[src/core/vms_pkg.sv]
// Constants shared by the voltage monitor status flag registers
package vms_pkg;

  // Register width
  localparam int VMS_REG_W = 8;

  // Serial command codes that select a status register
  localparam logic [7:0] VMS_CMD_RD_SUPPLY_OV = 8'h1A;
  localparam logic [7:0] VMS_CMD_RD_EXT_MON = 8'h1C;

  // Supply overvoltage register field positions
  localparam int VMS_IO_SUPPLY_OV_BIT = 7;
  localparam int VMS_INPUT_SUPPLY_OV_BIT = 6;
  localparam int VMS_REGULATOR_OV_BIT = 4;
  localparam int VMS_BOOST_OUTPUT_OVER_FLAG_BIT = 3;
  localparam int VMS_SECOND_BUCK_OVER_FLAG_BIT = 1;
  localparam int VMS_FIRST_BUCK_OVER_FLAG_BIT = 0;

  // External monitor register field positions
  localparam int VMS_EXT2_OV_BIT = 5;
  localparam int VMS_EXT2_UV_BIT = 4;
  localparam int VMS_EXT1_OV_BIT = 1;
  localparam int VMS_EXT1_UV_BIT = 0;

  // Implemented flag bits; the rest are reserved and read zero
  localparam logic [7:0] VMS_SUPPLY_OV_MASK = 8'hDB;
  localparam logic [7:0] VMS_EXT_MON_MASK = 8'h33;

  // Reset values
  localparam logic [7:0] VMS_SUPPLY_OV_RST = 8'h00;
  localparam logic [7:0] VMS_EXT_MON_RST = 8'h00;
  localparam logic [7:0] VMS_RD_DATA_RST = 8'h00;

  // Synchroniser depth for fault levels from the analog monitors
  localparam int VMS_SYNC_STAGES = 2;

endpackage

[src/core/vms_status_regs.sv]
// Latched overvoltage and undervoltage status flag registers
//
// Summary of operation
// - Each flag goes to one when its fault is seen and stays there until its register is read.
// - A read returns the current flags and then clears each set flag whose fault has gone.
// - All flags and reserved bits are zero after power-on reset, and reads update the registers.
// - Supply register bit 7 is the I/O supply overvoltage and bit 6 the input supply overvoltage.
// - Supply register bits 4, 3, 1, 0 are regulator, boost, second and first buck; bits 5 and 2 read zero.
// - The input supply overvoltage flag always equals the off-state latched input overvoltage bit.
// - An overvoltage flag reads one for a fault detected and zero for none.
// - External register bits 5 and 4 are monitor two over and under; bits 7 to 6 read zero.
// - External register bits 1 and 0 are monitor one over and under; bits 3 to 2 read zero.
// - An undervoltage flag reads one for a fault detected and zero for none.
// - A disabled external monitor has its detection masked so its flags cannot set.
`timescale 1ns/10ps
`default_nettype none

module vms_status_regs
  import vms_pkg::*;
(
  input wire logic clk,
  input wire logic resetn,
  // Command from the serial interface decoder, same clock
  input wire logic cmd_valid,
  input wire logic cmd_write,
  input wire logic [7:0] cmd_code,
  // Asynchronous fault levels from the analog monitors
  input wire logic io_supply_over_fault,
  input wire logic input_supply_over_fault,
  input wire logic internal_regulator_over_fault,
  input wire logic boost_output_over_fault,
  input wire logic second_buck_over_fault,
  input wire logic first_buck_over_fault,
  input wire logic ext_monitor_one_over_fault,
  input wire logic ext_monitor_one_under_fault,
  input wire logic ext_monitor_two_over_fault,
  input wire logic ext_monitor_two_under_fault,
  // Monitor enables from the control registers, same clock
  input wire logic ext_monitor_one_enable,
  input wire logic ext_monitor_two_enable,
  // Read answer
  output logic [7:0] rd_data,
  output logic rd_valid,
  // Flag contents, for the fault-reaction logic
  output logic [7:0] supply_overvoltage_status,
  output logic [7:0] external_monitor_status,
  // Shared with the off-state latched status register
  output logic input_supply_over_flag
);

  localparam int FAULT_W = 10;

  logic [FAULT_W-1:0] fault_async;
  logic [FAULT_W-1:0] fault_sync;

  logic [7:0] supply_fault_now;
  logic [7:0] ext_fault_now;
  logic [7:0] ext_enable_mask;
  logic rd_supply;
  logic rd_ext;

  logic [7:0] supply_r;
  logic [7:0] supply_nxt;
  logic [7:0] ext_r;
  logic [7:0] ext_nxt;
  logic [7:0] rd_data_r;
  logic [7:0] rd_data_nxt;
  logic rd_valid_r;
  logic rd_valid_nxt;

  assign fault_async = {ext_monitor_two_under_fault, ext_monitor_two_over_fault,
                        ext_monitor_one_under_fault, ext_monitor_one_over_fault,
                        first_buck_over_fault, second_buck_over_fault,
                        boost_output_over_fault, internal_regulator_over_fault,
                        input_supply_over_fault, io_supply_over_fault};

  vms_sync #(
    .WIDTH(FAULT_W)
  ) u_sync (
    .clk(clk),
    .resetn(resetn),
    .async_in(fault_async),
    .sync_out(fault_sync)
  );

  // Place synchronised faults at their register positions
  always_comb
  begin
    supply_fault_now = 8'h00;
    supply_fault_now[VMS_IO_SUPPLY_OV_BIT] = fault_sync[0];
    supply_fault_now[VMS_INPUT_SUPPLY_OV_BIT] = fault_sync[1];
    supply_fault_now[VMS_REGULATOR_OV_BIT] = fault_sync[2];
    supply_fault_now[VMS_BOOST_OUTPUT_OVER_FLAG_BIT] = fault_sync[3];
    supply_fault_now[VMS_SECOND_BUCK_OVER_FLAG_BIT] = fault_sync[4];
    supply_fault_now[VMS_FIRST_BUCK_OVER_FLAG_BIT] = fault_sync[5];
  end

  // A disabled monitor cannot raise a flag; one already latched stays
  // until the next read of its register clears it.
  always_comb
  begin
    ext_enable_mask = 8'h00;
    ext_enable_mask[VMS_EXT1_OV_BIT] = ext_monitor_one_enable;
    ext_enable_mask[VMS_EXT1_UV_BIT] = ext_monitor_one_enable;
    ext_enable_mask[VMS_EXT2_OV_BIT] = ext_monitor_two_enable;
    ext_enable_mask[VMS_EXT2_UV_BIT] = ext_monitor_two_enable;
  end

  always_comb
  begin
    ext_fault_now = 8'h00;
    ext_fault_now[VMS_EXT1_OV_BIT] = fault_sync[6];
    ext_fault_now[VMS_EXT1_UV_BIT] = fault_sync[7];
    ext_fault_now[VMS_EXT2_OV_BIT] = fault_sync[8];
    ext_fault_now[VMS_EXT2_UV_BIT] = fault_sync[9];
    ext_fault_now = ext_fault_now & ext_enable_mask;
  end

  // Writes never match a read, so they leave the flags alone
  always_comb
  begin
    rd_supply = cmd_valid && !cmd_write && (cmd_code == VMS_CMD_RD_SUPPLY_OV);
    rd_ext = cmd_valid && !cmd_write && (cmd_code == VMS_CMD_RD_EXT_MON);
  end

  // Flag update, one latch per bit: a read keeps only faults still
  // present, and a fault seen in the read cycle keeps its flag, so no
  // event is lost to the clear. Reserved positions stay at zero.
  genvar gb;
  generate
    for (gb = 0; gb < VMS_REG_W; gb++)
    begin : g_flag
      always_comb
      begin
        if (!VMS_SUPPLY_OV_MASK[gb])
        begin
          supply_nxt[gb] = 1'b0;
        end
        else if (rd_supply)
        begin
          supply_nxt[gb] = supply_fault_now[gb];
        end
        else
        begin
          supply_nxt[gb] = supply_r[gb] | supply_fault_now[gb];
        end
      end

      always_comb
      begin
        if (!VMS_EXT_MON_MASK[gb])
        begin
          ext_nxt[gb] = 1'b0;
        end
        else if (rd_ext)
        begin
          ext_nxt[gb] = ext_fault_now[gb];
        end
        else
        begin
          ext_nxt[gb] = ext_r[gb] | ext_fault_now[gb];
        end
      end
    end
  endgenerate

  always_ff @(posedge clk or negedge resetn)
  begin
    if (!resetn)
    begin
      supply_r <= VMS_SUPPLY_OV_RST;
      ext_r <= VMS_EXT_MON_RST;
    end
    else
    begin
      supply_r <= supply_nxt;
      ext_r <= ext_nxt;
    end
  end

  // Answer carries the contents before the clearing takes effect
  always_comb
  begin
    rd_valid_nxt = rd_supply | rd_ext;
    if (rd_supply)
    begin
      rd_data_nxt = supply_r;
    end
    else if (rd_ext)
    begin
      rd_data_nxt = ext_r;
    end
    else
    begin
      rd_data_nxt = rd_data_r;
    end
  end

  // Answer holds its last value between reads
  always_ff @(posedge clk or negedge resetn)
  begin
    if (!resetn)
    begin
      rd_data_r <= VMS_RD_DATA_RST;
      rd_valid_r <= 1'b0;
    end
    else
    begin
      rd_data_r <= rd_data_nxt;
      rd_valid_r <= rd_valid_nxt;
    end
  end

  assign rd_data = rd_data_r;
  assign rd_valid = rd_valid_r;
  assign supply_overvoltage_status = supply_r;
  assign external_monitor_status = ext_r;
  // One flop serves both registers, so they cannot disagree
  assign input_supply_over_flag = supply_r[VMS_INPUT_SUPPLY_OV_BIT];

endmodule

`default_nettype wire

[src/core/vms_sync.sv]
// Two-stage synchroniser bank for asynchronous fault levels
`timescale 1ns/10ps
`default_nettype none

module vms_sync
  import vms_pkg::*;
#(
  parameter int WIDTH = 8
)
(
  input wire logic clk,
  input wire logic resetn,
  input wire logic [WIDTH-1:0] async_in,
  output logic [WIDTH-1:0] sync_out
);

  logic [WIDTH-1:0] meta_r;
  logic [WIDTH-1:0] meta_nxt;
  logic [WIDTH-1:0] stable_r;
  logic [WIDTH-1:0] stable_nxt;

  genvar gi;
  generate
    for (gi = 0; gi < WIDTH; gi++)
    begin : g_bit
      // First stage feeds only the second stage
      always_comb
      begin
        meta_nxt[gi] = async_in[gi];
        stable_nxt[gi] = meta_r[gi];
      end

      always_ff @(posedge clk or negedge resetn)
      begin
        if (!resetn)
        begin
          meta_r[gi] <= 1'b0;
          stable_r[gi] <= 1'b0;
        end
        else
        begin
          meta_r[gi] <= meta_nxt[gi];
          stable_r[gi] <= stable_nxt[gi];
        end
      end
    end
  endgenerate

  assign sync_out = stable_r;

endmodule

`default_nettype wire
[config.mk]
export PLATFORM = sky130hd
export DESIGN_NAME = vms_status_regs
export DESIGN_NICKNAME = d
export VERILOG_FILES = /design/src/core/vms_pkg.sv /design/src/core/vms_status_regs.sv /design/src/core/vms_sync.sv
export SDC_FILE = /design/constraint.sdc
export NUM_CORES = 1
export LEC_CHECK = 0
export ABC_AREA = 1
export BUFFER_PORTS_ARGS = -buffer_cell sky130_fd_sc_hd__buf_2
export CAP_MARGIN = 15
export CORE_UTILIZATION = 52
export DETAILED_ROUTE_END_ITERATION = 7
export MAX_ROUTING_LAYER = met4
export PLACE_DENSITY = 0.83
export SKIP_CTS_REPAIR_TIMING = 1
export SKIP_LAST_GASP = 1
export SLEW_MARGIN = 15
export SYNTH_ARGS = -nofsm -noshare
export SYNTH_HDL_FRONTEND = slang
export SYNTH_SLANG_ARGS = --single-unit
[constraint.sdc]
create_clock -name clk -period 1.6 [get_ports clk]
set_input_delay 0.32 -clock clk [delete_from_list [all_inputs] [get_ports clk]]
set_output_delay 0.32 -clock clk [all_outputs]
set_load 0.05 [all_outputs]
# After elaboration in Yosys (flattened, before gate mapping)
# Cells that the tools add are included.
[totals] ff_bits=39 output_inout_bits=26 wordCells=55
[classes] eq_ne=2 mux=12 bitwise=12 n_reduce_logical=5
[ops] cell="8-bit by 5-bit equality test with 1-bit output (second input constant)" count=2
[ops] cell="8-bit two-way mux" count=2
[ops] cell="1-bit OR" count=11
[ops] cell="1-bit two-way mux" count=10
[ops] cell="6-bit AND" count=1
[ops] cell="1-bit logical AND" count=3
[ops] cell="2-bit nonzero test" count=1
[ops] cell="1-bit zero test" count=1

# Longest topological paths before layout
# Gate-level depths: netlist of the first run.
[logic_depth] depth_word=5 ltp_mapped=8 ltp_nobuf=8

# Cells and area by module
# A second synthesis of the first run with hierarchy kept.
[unflattened] hier_cells=120 area_unflattened_um2=1417.6
[by_module_without_submodules] module="vms_status_regs" instances=1 cells_per_inst=100 area_each_um2=917.1 seq_area_each_um2=450.4
[by_module_without_submodules] module="vms_sync" instances=1 cells_per_inst=20 area_each_um2=500.5 seq_area_each_um2=500.5

# Worst setup path after synthesis of the first run
# No wires, ideal clock.
[synth_timing] path_kind="register -> output" startpoint="register supply_r[6], in the netlist supply_overvoltage_status[6]" endpoint="output port supply_overvoltage_status[6]" arrival_time_ns=0.921 t_required_ns=1.280 path_slack_ns=0.359 path_stages_with_launch=2 path_cell_list="dfrtp_1 buf_4"
[synth_lines] item="start, declared" line="vms_status_regs.sv:62" rtl="logic [7:0] supply_r;"
[synth_lines] item="start signal, assigned" line="vms_status_regs.sv:176" rtl="supply_r <= supply_nxt;"
[synth_lines] item="end, declared" line="vms_status_regs.sv:45" rtl="output logic [7:0] supply_overvoltage_status,"
# No word-level cell between the ends.

# Final worst setup path of the first run
[layout_timing] startpoint="register supply_r[6], in the netlist supply_overvoltage_status[6]" endpoint="output port supply_overvoltage_status[6]"
# No word-level cell between the ends.

==> results of run 1 <==
[sequential cells by signal, summed over array words and instances, names as in the netlist]
| name | count |
|---|---|
| u_sync.sync_out | 10 |
| rd_valid | 1 |
| u_sync.meta_r | 10 |
| supply_overvoltage_status | 6 |
| rd_data | 7 |
| external_monitor_status | 4 |
[final timing paths]
| check | slack [ns] | to | startpoint | depth (start not counted) |
|---|---|---|---|---|
| setup reg to reg | 0.76 | rd_data[4]$_DFFE_PN0P_ | supply_overvoltage_status[4]$_DFF_PN0_ | 4 |
| hold / removal | 0.1 | u_sync.meta_r[4]$_DFF_PN0_ | second_buck_over_fault | 1 |
| max in group asynchronous | 0.95 | u_sync.meta_r[6]$_DFF_PN0_ | resetn | 3 |
| min in group asynchronous | 0.47 | u_sync.meta_r[3]$_DFF_PN0_ | resetn | 3 |
| setup / recovery | 0.27 | supply_overvoltage_status[6] | supply_overvoltage_status[6]$_DFF_PN0_ | 1 |
| hold reg to reg | 0.35 | u_sync.sync_out[8]$_DFF_PN0_ | u_sync.meta_r[8]$_DFF_PN0_ | 0 |
[cell type report]
| type | count | area share, % |
|---|---|---|
| Tap cell | 30 | 2.16 |
| Clock buffer | 7 | 3.17 |
| Timing Repair Buffer | 44 | 13.8 |
| Clock inverter | 1 | 0.288 |
| Inverter | 15 | 3.38 |
| Multi-Input combinational cell | 72 | 22.5 |
| Sequential cell | 38 | 54.7 |
[cell usage in the layout (no fill, tap or decap), drive strengths merged]
master       instances
nand3                5
nand2               36
conb                 7
nor3                 1
inv                 15
o211a                1
o21ai                3
a21o                 3
clkbuf               7
dlygate4sd3          1
buf                 43
nand4                4
o21bai               3
dfrtp               38
nor2                 8
clkinv               1
a21boi               1
[cell families (layout without fill, tap and decap cells)]
kind of cell           Yosys count  in the layout  synth area share, %
and+or+nand+nor                 54             54                 19.9
other                            1              7                0.261
buffers and inverters           23             67                 8.27
AOI/OAI and AO/OA               11             11                 5.40
DFF                             38             38                 66.1
[metrics by stage]
step	hold WS, ns	std cells	setup slack (ns)	utilization, %	instance area [sq um]
finish	0.0961	207	0.266	68.3	1740
global route	0.0608	207	0.221	68.3	1740
global placement	0.290	198	0.334	65.5	1670
CTS	-0.0726	206	0.270	67.9	1730
detailed placement	0.297	198	0.275	65.5	1670
floorplan	0.0244	133	0.359	-	1460
[power by group through the flow]
stage	logic [W]	registers, W	clock network, W
final	0.000191	0.00101	0.000490
after global routing	0.000208	0.00101	0.000560
after CTS	0.000191	0.00101	0.000509
after detailed placement	0.000191	0.00103	0
after global placement	0.000186	0.00103	0
after floorplan	0.0000868	0.00107	0
[metal layers]
metal,wire length [um],GRT usage (%)
met5,0,-
met4,48,7.26
met3,129,8.06
met2,1220,30.5
met1,889,19.0
==> results by stage, run 1 <==
Final layout:
- The layout-stage area growth over the synthesis result is 20.9%.
- After the last flow step, the layout net total stands at 200.
- The count of inserted antenna diode cells is 0.
- The sequential cells in the finished layout cover a total of 951 sq um.
- The total of fill cells in the finished design is 209.
- The multi-input logic area is 390 sq um.
- The post-route netlist has 35.6% of its cells at a drive strength greater than 1.

Logic synthesis:
- The most instantiated flip-flop cell in the synthesis netlist is dfrtp_1.
- Sequential elements use 66.1% of the synthesized area.
- The cell area that synthesis handed to floorplanning was 1440 sq um.
- Summed over its instances, the top area cell type makes up 66.1% of the synthesized netlist area.
- The gate count after technology mapping is 127.
- Yosys mapped a number of flops with a built-in enable equal to 0.
- In the post-synthesis netlist, the biggest area contributors are dfrtp_1, nand2_1, buf_4, inv_1, nand4_1.
- The share of flip-flops with an asynchronous set or reset after synthesis is 100%.
- The netlist uses 23 different library cells.
- The Yosys step of the flow raised 0 warnings.
- dfrtp_1 is the most common cell in the netlist.
- By count the netlist is led by dfrtp_1, nand2_1, inv_1.
- In this run, synthesis produced a sequential element count of 38.
- The mean cell area of the mapped netlist is 11.3 sq um.
- The dominant cell type by area after synthesis is dfrtp_1.

GRT:
- The global-route wire length before repair is 3530 um.
- The initial antenna violation count is 0.
- The via count of the first global-routing pass is 887.
- The residual overflow from global routing is 0.
- Global routing used 18.4% of the available tracks across all layers.
- The maximum number of pins on one net before global-route repair is 39.

Die:
- The placeable core region is 2540 sq um.
- The floorplan step set the die width to 54.6 um.
- The area enclosed by the die boundary is 2980 sq um.
- The number of top-level pins is 50.
- The initial standard-cell utilization of the core is 56.5%.
- The floorplan has 18 rows.
- The vertical die dimension is 54.6 um.

Pwr:
- Per report_power, the combinational group accounts for 11.3% of the total.
- In this run, flip-flops and latches consume 59.7% of the power.
- The clock network is responsible for 29.0% of the overall power.
- The net switching power is 0.000430 W.
- In this run the power density over the cells is 972 nW/um^2.
- After layout, the design draws a total of 0.00169 W.
- The total leakage power is 0.940 nW.
- The highest ir drop seen on vdd is 0.898 mV.
- Net switching is 25.4% of the power.
- The internal portion of total power is 0.00126 W.

Setup path:
- In this design, the stage delay of the slowest critical-path cell is 0.41 ns.
- The sort of element at the start of the critical path is a flip-flop.
- The sort of element at the end of the critical path is an output pin.
- The critical path class is reg -> out.
- Together, buffers and inverters on the worst path number 1.
- The signal arrival time at the worst endpoint is 1.01 ns.
- The worst-path maximum fanout is 4.
- The kind of cell with the highest combined delay along the critical path is flip-flops.
- Among all stages on the critical path, the largest delay is contributed by dfrtp_1.
- The critical path goes through buf_2.
- The worst endpoint required time is 1.28 ns.

Route:
- After detailed routing, the number of remaining DRC violations is 0.
- The remaining number of nets flagged by the antenna check after routing is 0.
- The total iterations of the first detailed-routing run is 4.
- The final route contains 988 vias.
- After detailed routing, the average wire length per cell comes to 11.1 um.
- Dividing the detail-routed via count by the number of cells gives 4.77.
- The routed design has 2290 um of wire.
- In this run, the number of DRC markers left after iteration 0 of detailed routing was 9.

Flow run:
- The number of maximum-capacitance violations is 0.

Timing:
- Setup repair after global routing left no endpoint under its margin.
- The upper clock frequency limit is 0.749 GHz.
- On the final layout, the worst clock skew is 0.00731 ns.
- After layout, the worst path uses 83.4% of the clock period.
- The final max-slew violation count came to 0.
- The number of failing setup endpoints in the final timing report is 0.
- The setup TNS is 0 ns.
- The worst path needs 1.33 ns of the cycle, external delays included.
- The final-report hold violation count is 0.

CTS:
- The insertion delay of the later-clocked pin in the worst-skew pair is 0.33 ns.
- The TritonCTS buffer count is 5.
- The number of sinks handled by clock tree synthesis is 38.
- The H-tree was split into 2 levels.
- The tree is rooted in a clkbuf_4.
- No sink is reached through more buffers than the 2 on the longest clock path.
- TritonCTS built the clock tree.
- The clock transition at the register clock pins on the worst setup and hold paths after CTS is 0.10 ns.

Placement:
- Once detailed placement completed, the half-perimeter wirelength came to 1760 um.
- In this run the tool buffered the top-level ports with 42 buffer cells.
- The placer congestion estimate is 0.821.

Worst hold path:
- In this run the worst hold path is classified as in -> reg.

Run status:
- The flow ran to the end, and the final reports show no timing, DRC or antenna violations.
Note: power is estimated with default switching activity, not from simulation.
==> run 2: changes to the inputs <==
--- a/config.mk
+++ b/config.mk
@@ -8,10 +8,10 @@
 export ABC_AREA = 1
 export BUFFER_PORTS_ARGS = -buffer_cell sky130_fd_sc_hd__buf_2
 export CAP_MARGIN = 15
-export CORE_UTILIZATION = 52
+export CORE_UTILIZATION = 43
 export DETAILED_ROUTE_END_ITERATION = 7
 export MAX_ROUTING_LAYER = met4
-export PLACE_DENSITY = 0.83
+export PLACE_DENSITY = 0.73
 export SKIP_CTS_REPAIR_TIMING = 1
 export SKIP_LAST_GASP = 1
 export SLEW_MARGIN = 15
==> constraint.sdc (replaced) <==
create_clock -name clk -period 1.1 [get_ports clk]
set_input_delay 0.22 -clock clk [delete_from_list [all_inputs] [get_ports clk]]
set_output_delay 0.22 -clock clk [all_outputs]
set_load 0.05 [all_outputs]
==> results by stage, run 2 (synthesis results as in run 1) <==
Run status:
- The run finished, with violations left.
- The final reports fail on negative setup slack.

Pwr:
- The overall power after layout came to 0.00273 W (+62%).
- The power density of the placed cells came to 1310 nW/um^2 (+34%).
- The internal portion of total power came to 0.00206 W (+63%).
- The portion of total power attributed to the clock network is 33.1% (+4.1 points).
- The proportion of power drawn by flip-flops and latches is 53.9% (-5.8 points).
- The net switching power was 0.000673 W (+57%).
- The switching power as a share of total power came to 24.6% (-0.79 points).
- The total leakage power came to 1.11 nW (+18%).
- The highest ir drop seen on vdd is 1.27 mV (+42%).
- The portion of total power attributed to combinational logic came to 13.0% (+1.7 points).

Placement:
- The post-DP HPWL came to 2050 um (+17%).
- The placer congestion estimate is 0.851 (+3.6%).
- The number of buffer cells added on primary ports is 42 (unchanged).
- The pre-CTS worst setup slack is -0.0907 ns (-0.366 ns).

Final layout:
- The total of fill cells in the finished design is 234 (+12%).
- The count of inserted antenna diode cells was 0 (unchanged).
- The share of layout cells above drive strength 1 is 39.6% (+4.0 points).
- The area of all sequential standard cells came to 952 sq um (+0.13%).
- Leaving out fill and tap cells, the most frequent cell in the layout is dfrtp_1.
- The total number of nets in the final design is 225 (+13%).
- The multi-input logic area came to 390 sq um (unchanged).
- Compared with the post-synthesis result, the final layout area differs by 45.6%.
- In the layout the commonest cells are dfrtp_1, nand2_1, buf_2.

Timing:
- The final worst-path setup slack was -0.0803 ns (-0.346 ns).
- The worst clock skew on the final layout is 0.0107 ns (+0.00344 ns).
- The upper clock frequency limit is 0.847 GHz.
- Dividing the final minimum period by the clock period gives 107%.
- The final max-slew violation count is 0 (unchanged).
- The final-report hold violation count is 0 (unchanged).
- The routed design could run at a clock period as short as 1.18 ns.
- Setup repair after global routing could not meet its margin everywhere.
- The number of failing setup endpoints in the final timing report is 18 (+18).

Setup path:
- The signal on the critical path passes through buf_6.
- The number of buffers and inverters on the critical path is 1 (unchanged).
- The signal arrival time at the worst endpoint came to 0.96 ns (-0.05 ns).
- The worst-path maximum fanout was 4 (unchanged).
- The worst setup path is launched from a flip-flop.
- The critical path in this run is classified as reg -> out.
- The delay of the slowest critical-path stage was 0.46 ns (+0.05 ns).
- The kind of cell with the highest combined delay along the critical path is flip-flops.
- The sort of element at the end of the critical path is an output pin.
- The slowest stage of the critical path is the dfrtp_2 cell.
- The worst endpoint required time is 0.88 ns (-0.40 ns).

CTS:
- The root buffer cell chosen for the clock tree is clkbuf_4.
- The TritonCTS buffer count is 5 (unchanged).
- The number of sinks handled by clock tree synthesis is 38 (unchanged).
- The number of levels in the clock H-tree was 2 (unchanged).
- The insertion delay of the later-clocked pin in the worst-skew pair is 0.33 ns (about the same).
- TritonCTS built the clock tree.
- The buffer depth of the longest clock path is 2 (unchanged).
- The clock transition at the register clock pins on the worst setup and hold paths after CTS is 0.11 ns (about the same).

Die:
- The chip width is 59.8 um (+9.6%).
- The initial standard-cell utilization of the core was 46.3% (-10 points).
- The placement row count is 20 (+2).
- The area enclosed by the die boundary is 3580 sq um (+20%).
- The vertical die dimension is 59.8 um (+9.6%).
- The placeable core region was 3100 sq um (+22%).
- The number of top-level pins is 50 (unchanged).

Worst hold path:
- The type of the worst min-delay path is in -> reg.

GRT:
- The global-route usage over all layers came to 17.2% (-1.2 points).
- The residual overflow from global routing is 0 (unchanged).
- The initial antenna violation count was 0 (unchanged).
- The via count of the first global-routing pass is 1007 (+14%).
- The global-route wire length before repair came to 4190 um (+19%).
- The maximum number of pins on one net before global-route repair was 24 (-38%).

Route:
- The number of DRC violations after detailed routing is 0 (unchanged).
- The met3 routed wirelength came to 130 um (+0.78%).
- The via total after detailed routing is 1080 (+9.3%).
- The total iterations of the first detailed-routing run is 4 (unchanged).
- The detailed-routed wire length on met2 is 1570 um (+29%).
- The number of vias per cell after detailed routing is 4.39 (-8.0%).
- The remaining number of nets flagged by the antenna check after routing is 0 (unchanged).
- The detailed router used layers up to and including met4.
- The average routed wire per standard cell is 11.2 um (+1.5%).
- The detailed-routing wirelength on met1 is 1030 um (+16%).
- The aggregate routed wire length is 2760 um (+21%).
- The DRC marker count from the first detailed-route iteration is 19 (+10).

Flow run:
- The number of maximum-capacitance violations came to 0 (unchanged).
[run 2: changes by cell type in the layout (fill, tap and decap cells not counted), sizes merged]
cell | previous run | this run
buf | 43 | 58
dlygate4sd3 | 1 | 11
clkbuf | 7 | 5
bufinv | 0 | 1
clkinv | 1 | 2
[run 2: per-layer routing]
layer  track usage (%)  vias up
li1                  -      527
met1              17.4      513
met2              30.2       36
met3              5.84        4
met4              6.98        0
met5                 -        -
[run 2: area by class of cell]
class | instances | share of cell area, %
tap | 44 | 2.63
multi-input combinational | 72 | 18.6
clock inverter | 3 | 1.91
timing repair buffer | 69 | 26.7
sequential | 38 | 45.5
inverter | 15 | 2.81
clock buffer | 5 | 1.79
[run 2: through the flow]
step	instances	instance area [sq um]	hold slack [ns]	setup TNS [ns]	util, %
3_5_place_dp	218	1720	0.198	-0.719	55.4
5_1_grt	246	2090	0.0952	-1.54	67.5
2_1_floorplan	133	1460	-0.0756	0	-
3_3_place_gp	218	1720	0.185	-0.159	55.4
4_1_cts	226	1800	-0.179	-2.03	57.9
6_report	246	2090	0.105	-0.643	67.5
[run 2: worst paths after layout]
| kind | to | start | slack (ns) | depth (start not counted) |
|---|---|---|---|---|
| min in group asynchronous | u_sync.meta_r[7]$_DFF_PN0_ | resetn | 0.35 | 3 |
| min | external_monitor_status[4]$_DFF_PN0_ | ext_monitor_two_enable | 0.11 | 3 |
| max in group asynchronous | supply_overvoltage_status[6]$_DFF_PN0_ | resetn | 0.48 | 3 |
| min reg2reg | u_sync.sync_out[9]$_DFF_PN0_ | u_sync.meta_r[9]$_DFF_PN0_ | 0.35 | 0 |
| max | supply_overvoltage_status[6] | supply_overvoltage_status[6]$_DFF_PN0_ | -0.08 | 1 |
| max reg2reg | rd_data[1]$_DFFE_PN0P_ | supply_overvoltage_status[1]$_DFF_PN0_ | 0.15 | 5 |
[run 2: power by group through the flow]
stage	logic [W]	registers (W)	clock network, W
2_1_floorplan	0.000126	0.00155	0
3_3_place_gp	0.000277	0.00149	0
3_5_place_dp	0.000287	0.00150	0
4_1_cts	0.000288	0.00147	0.000923
5_1_grt	0.000383	0.00148	0.00101
6_report	0.000356	0.00147	0.000904
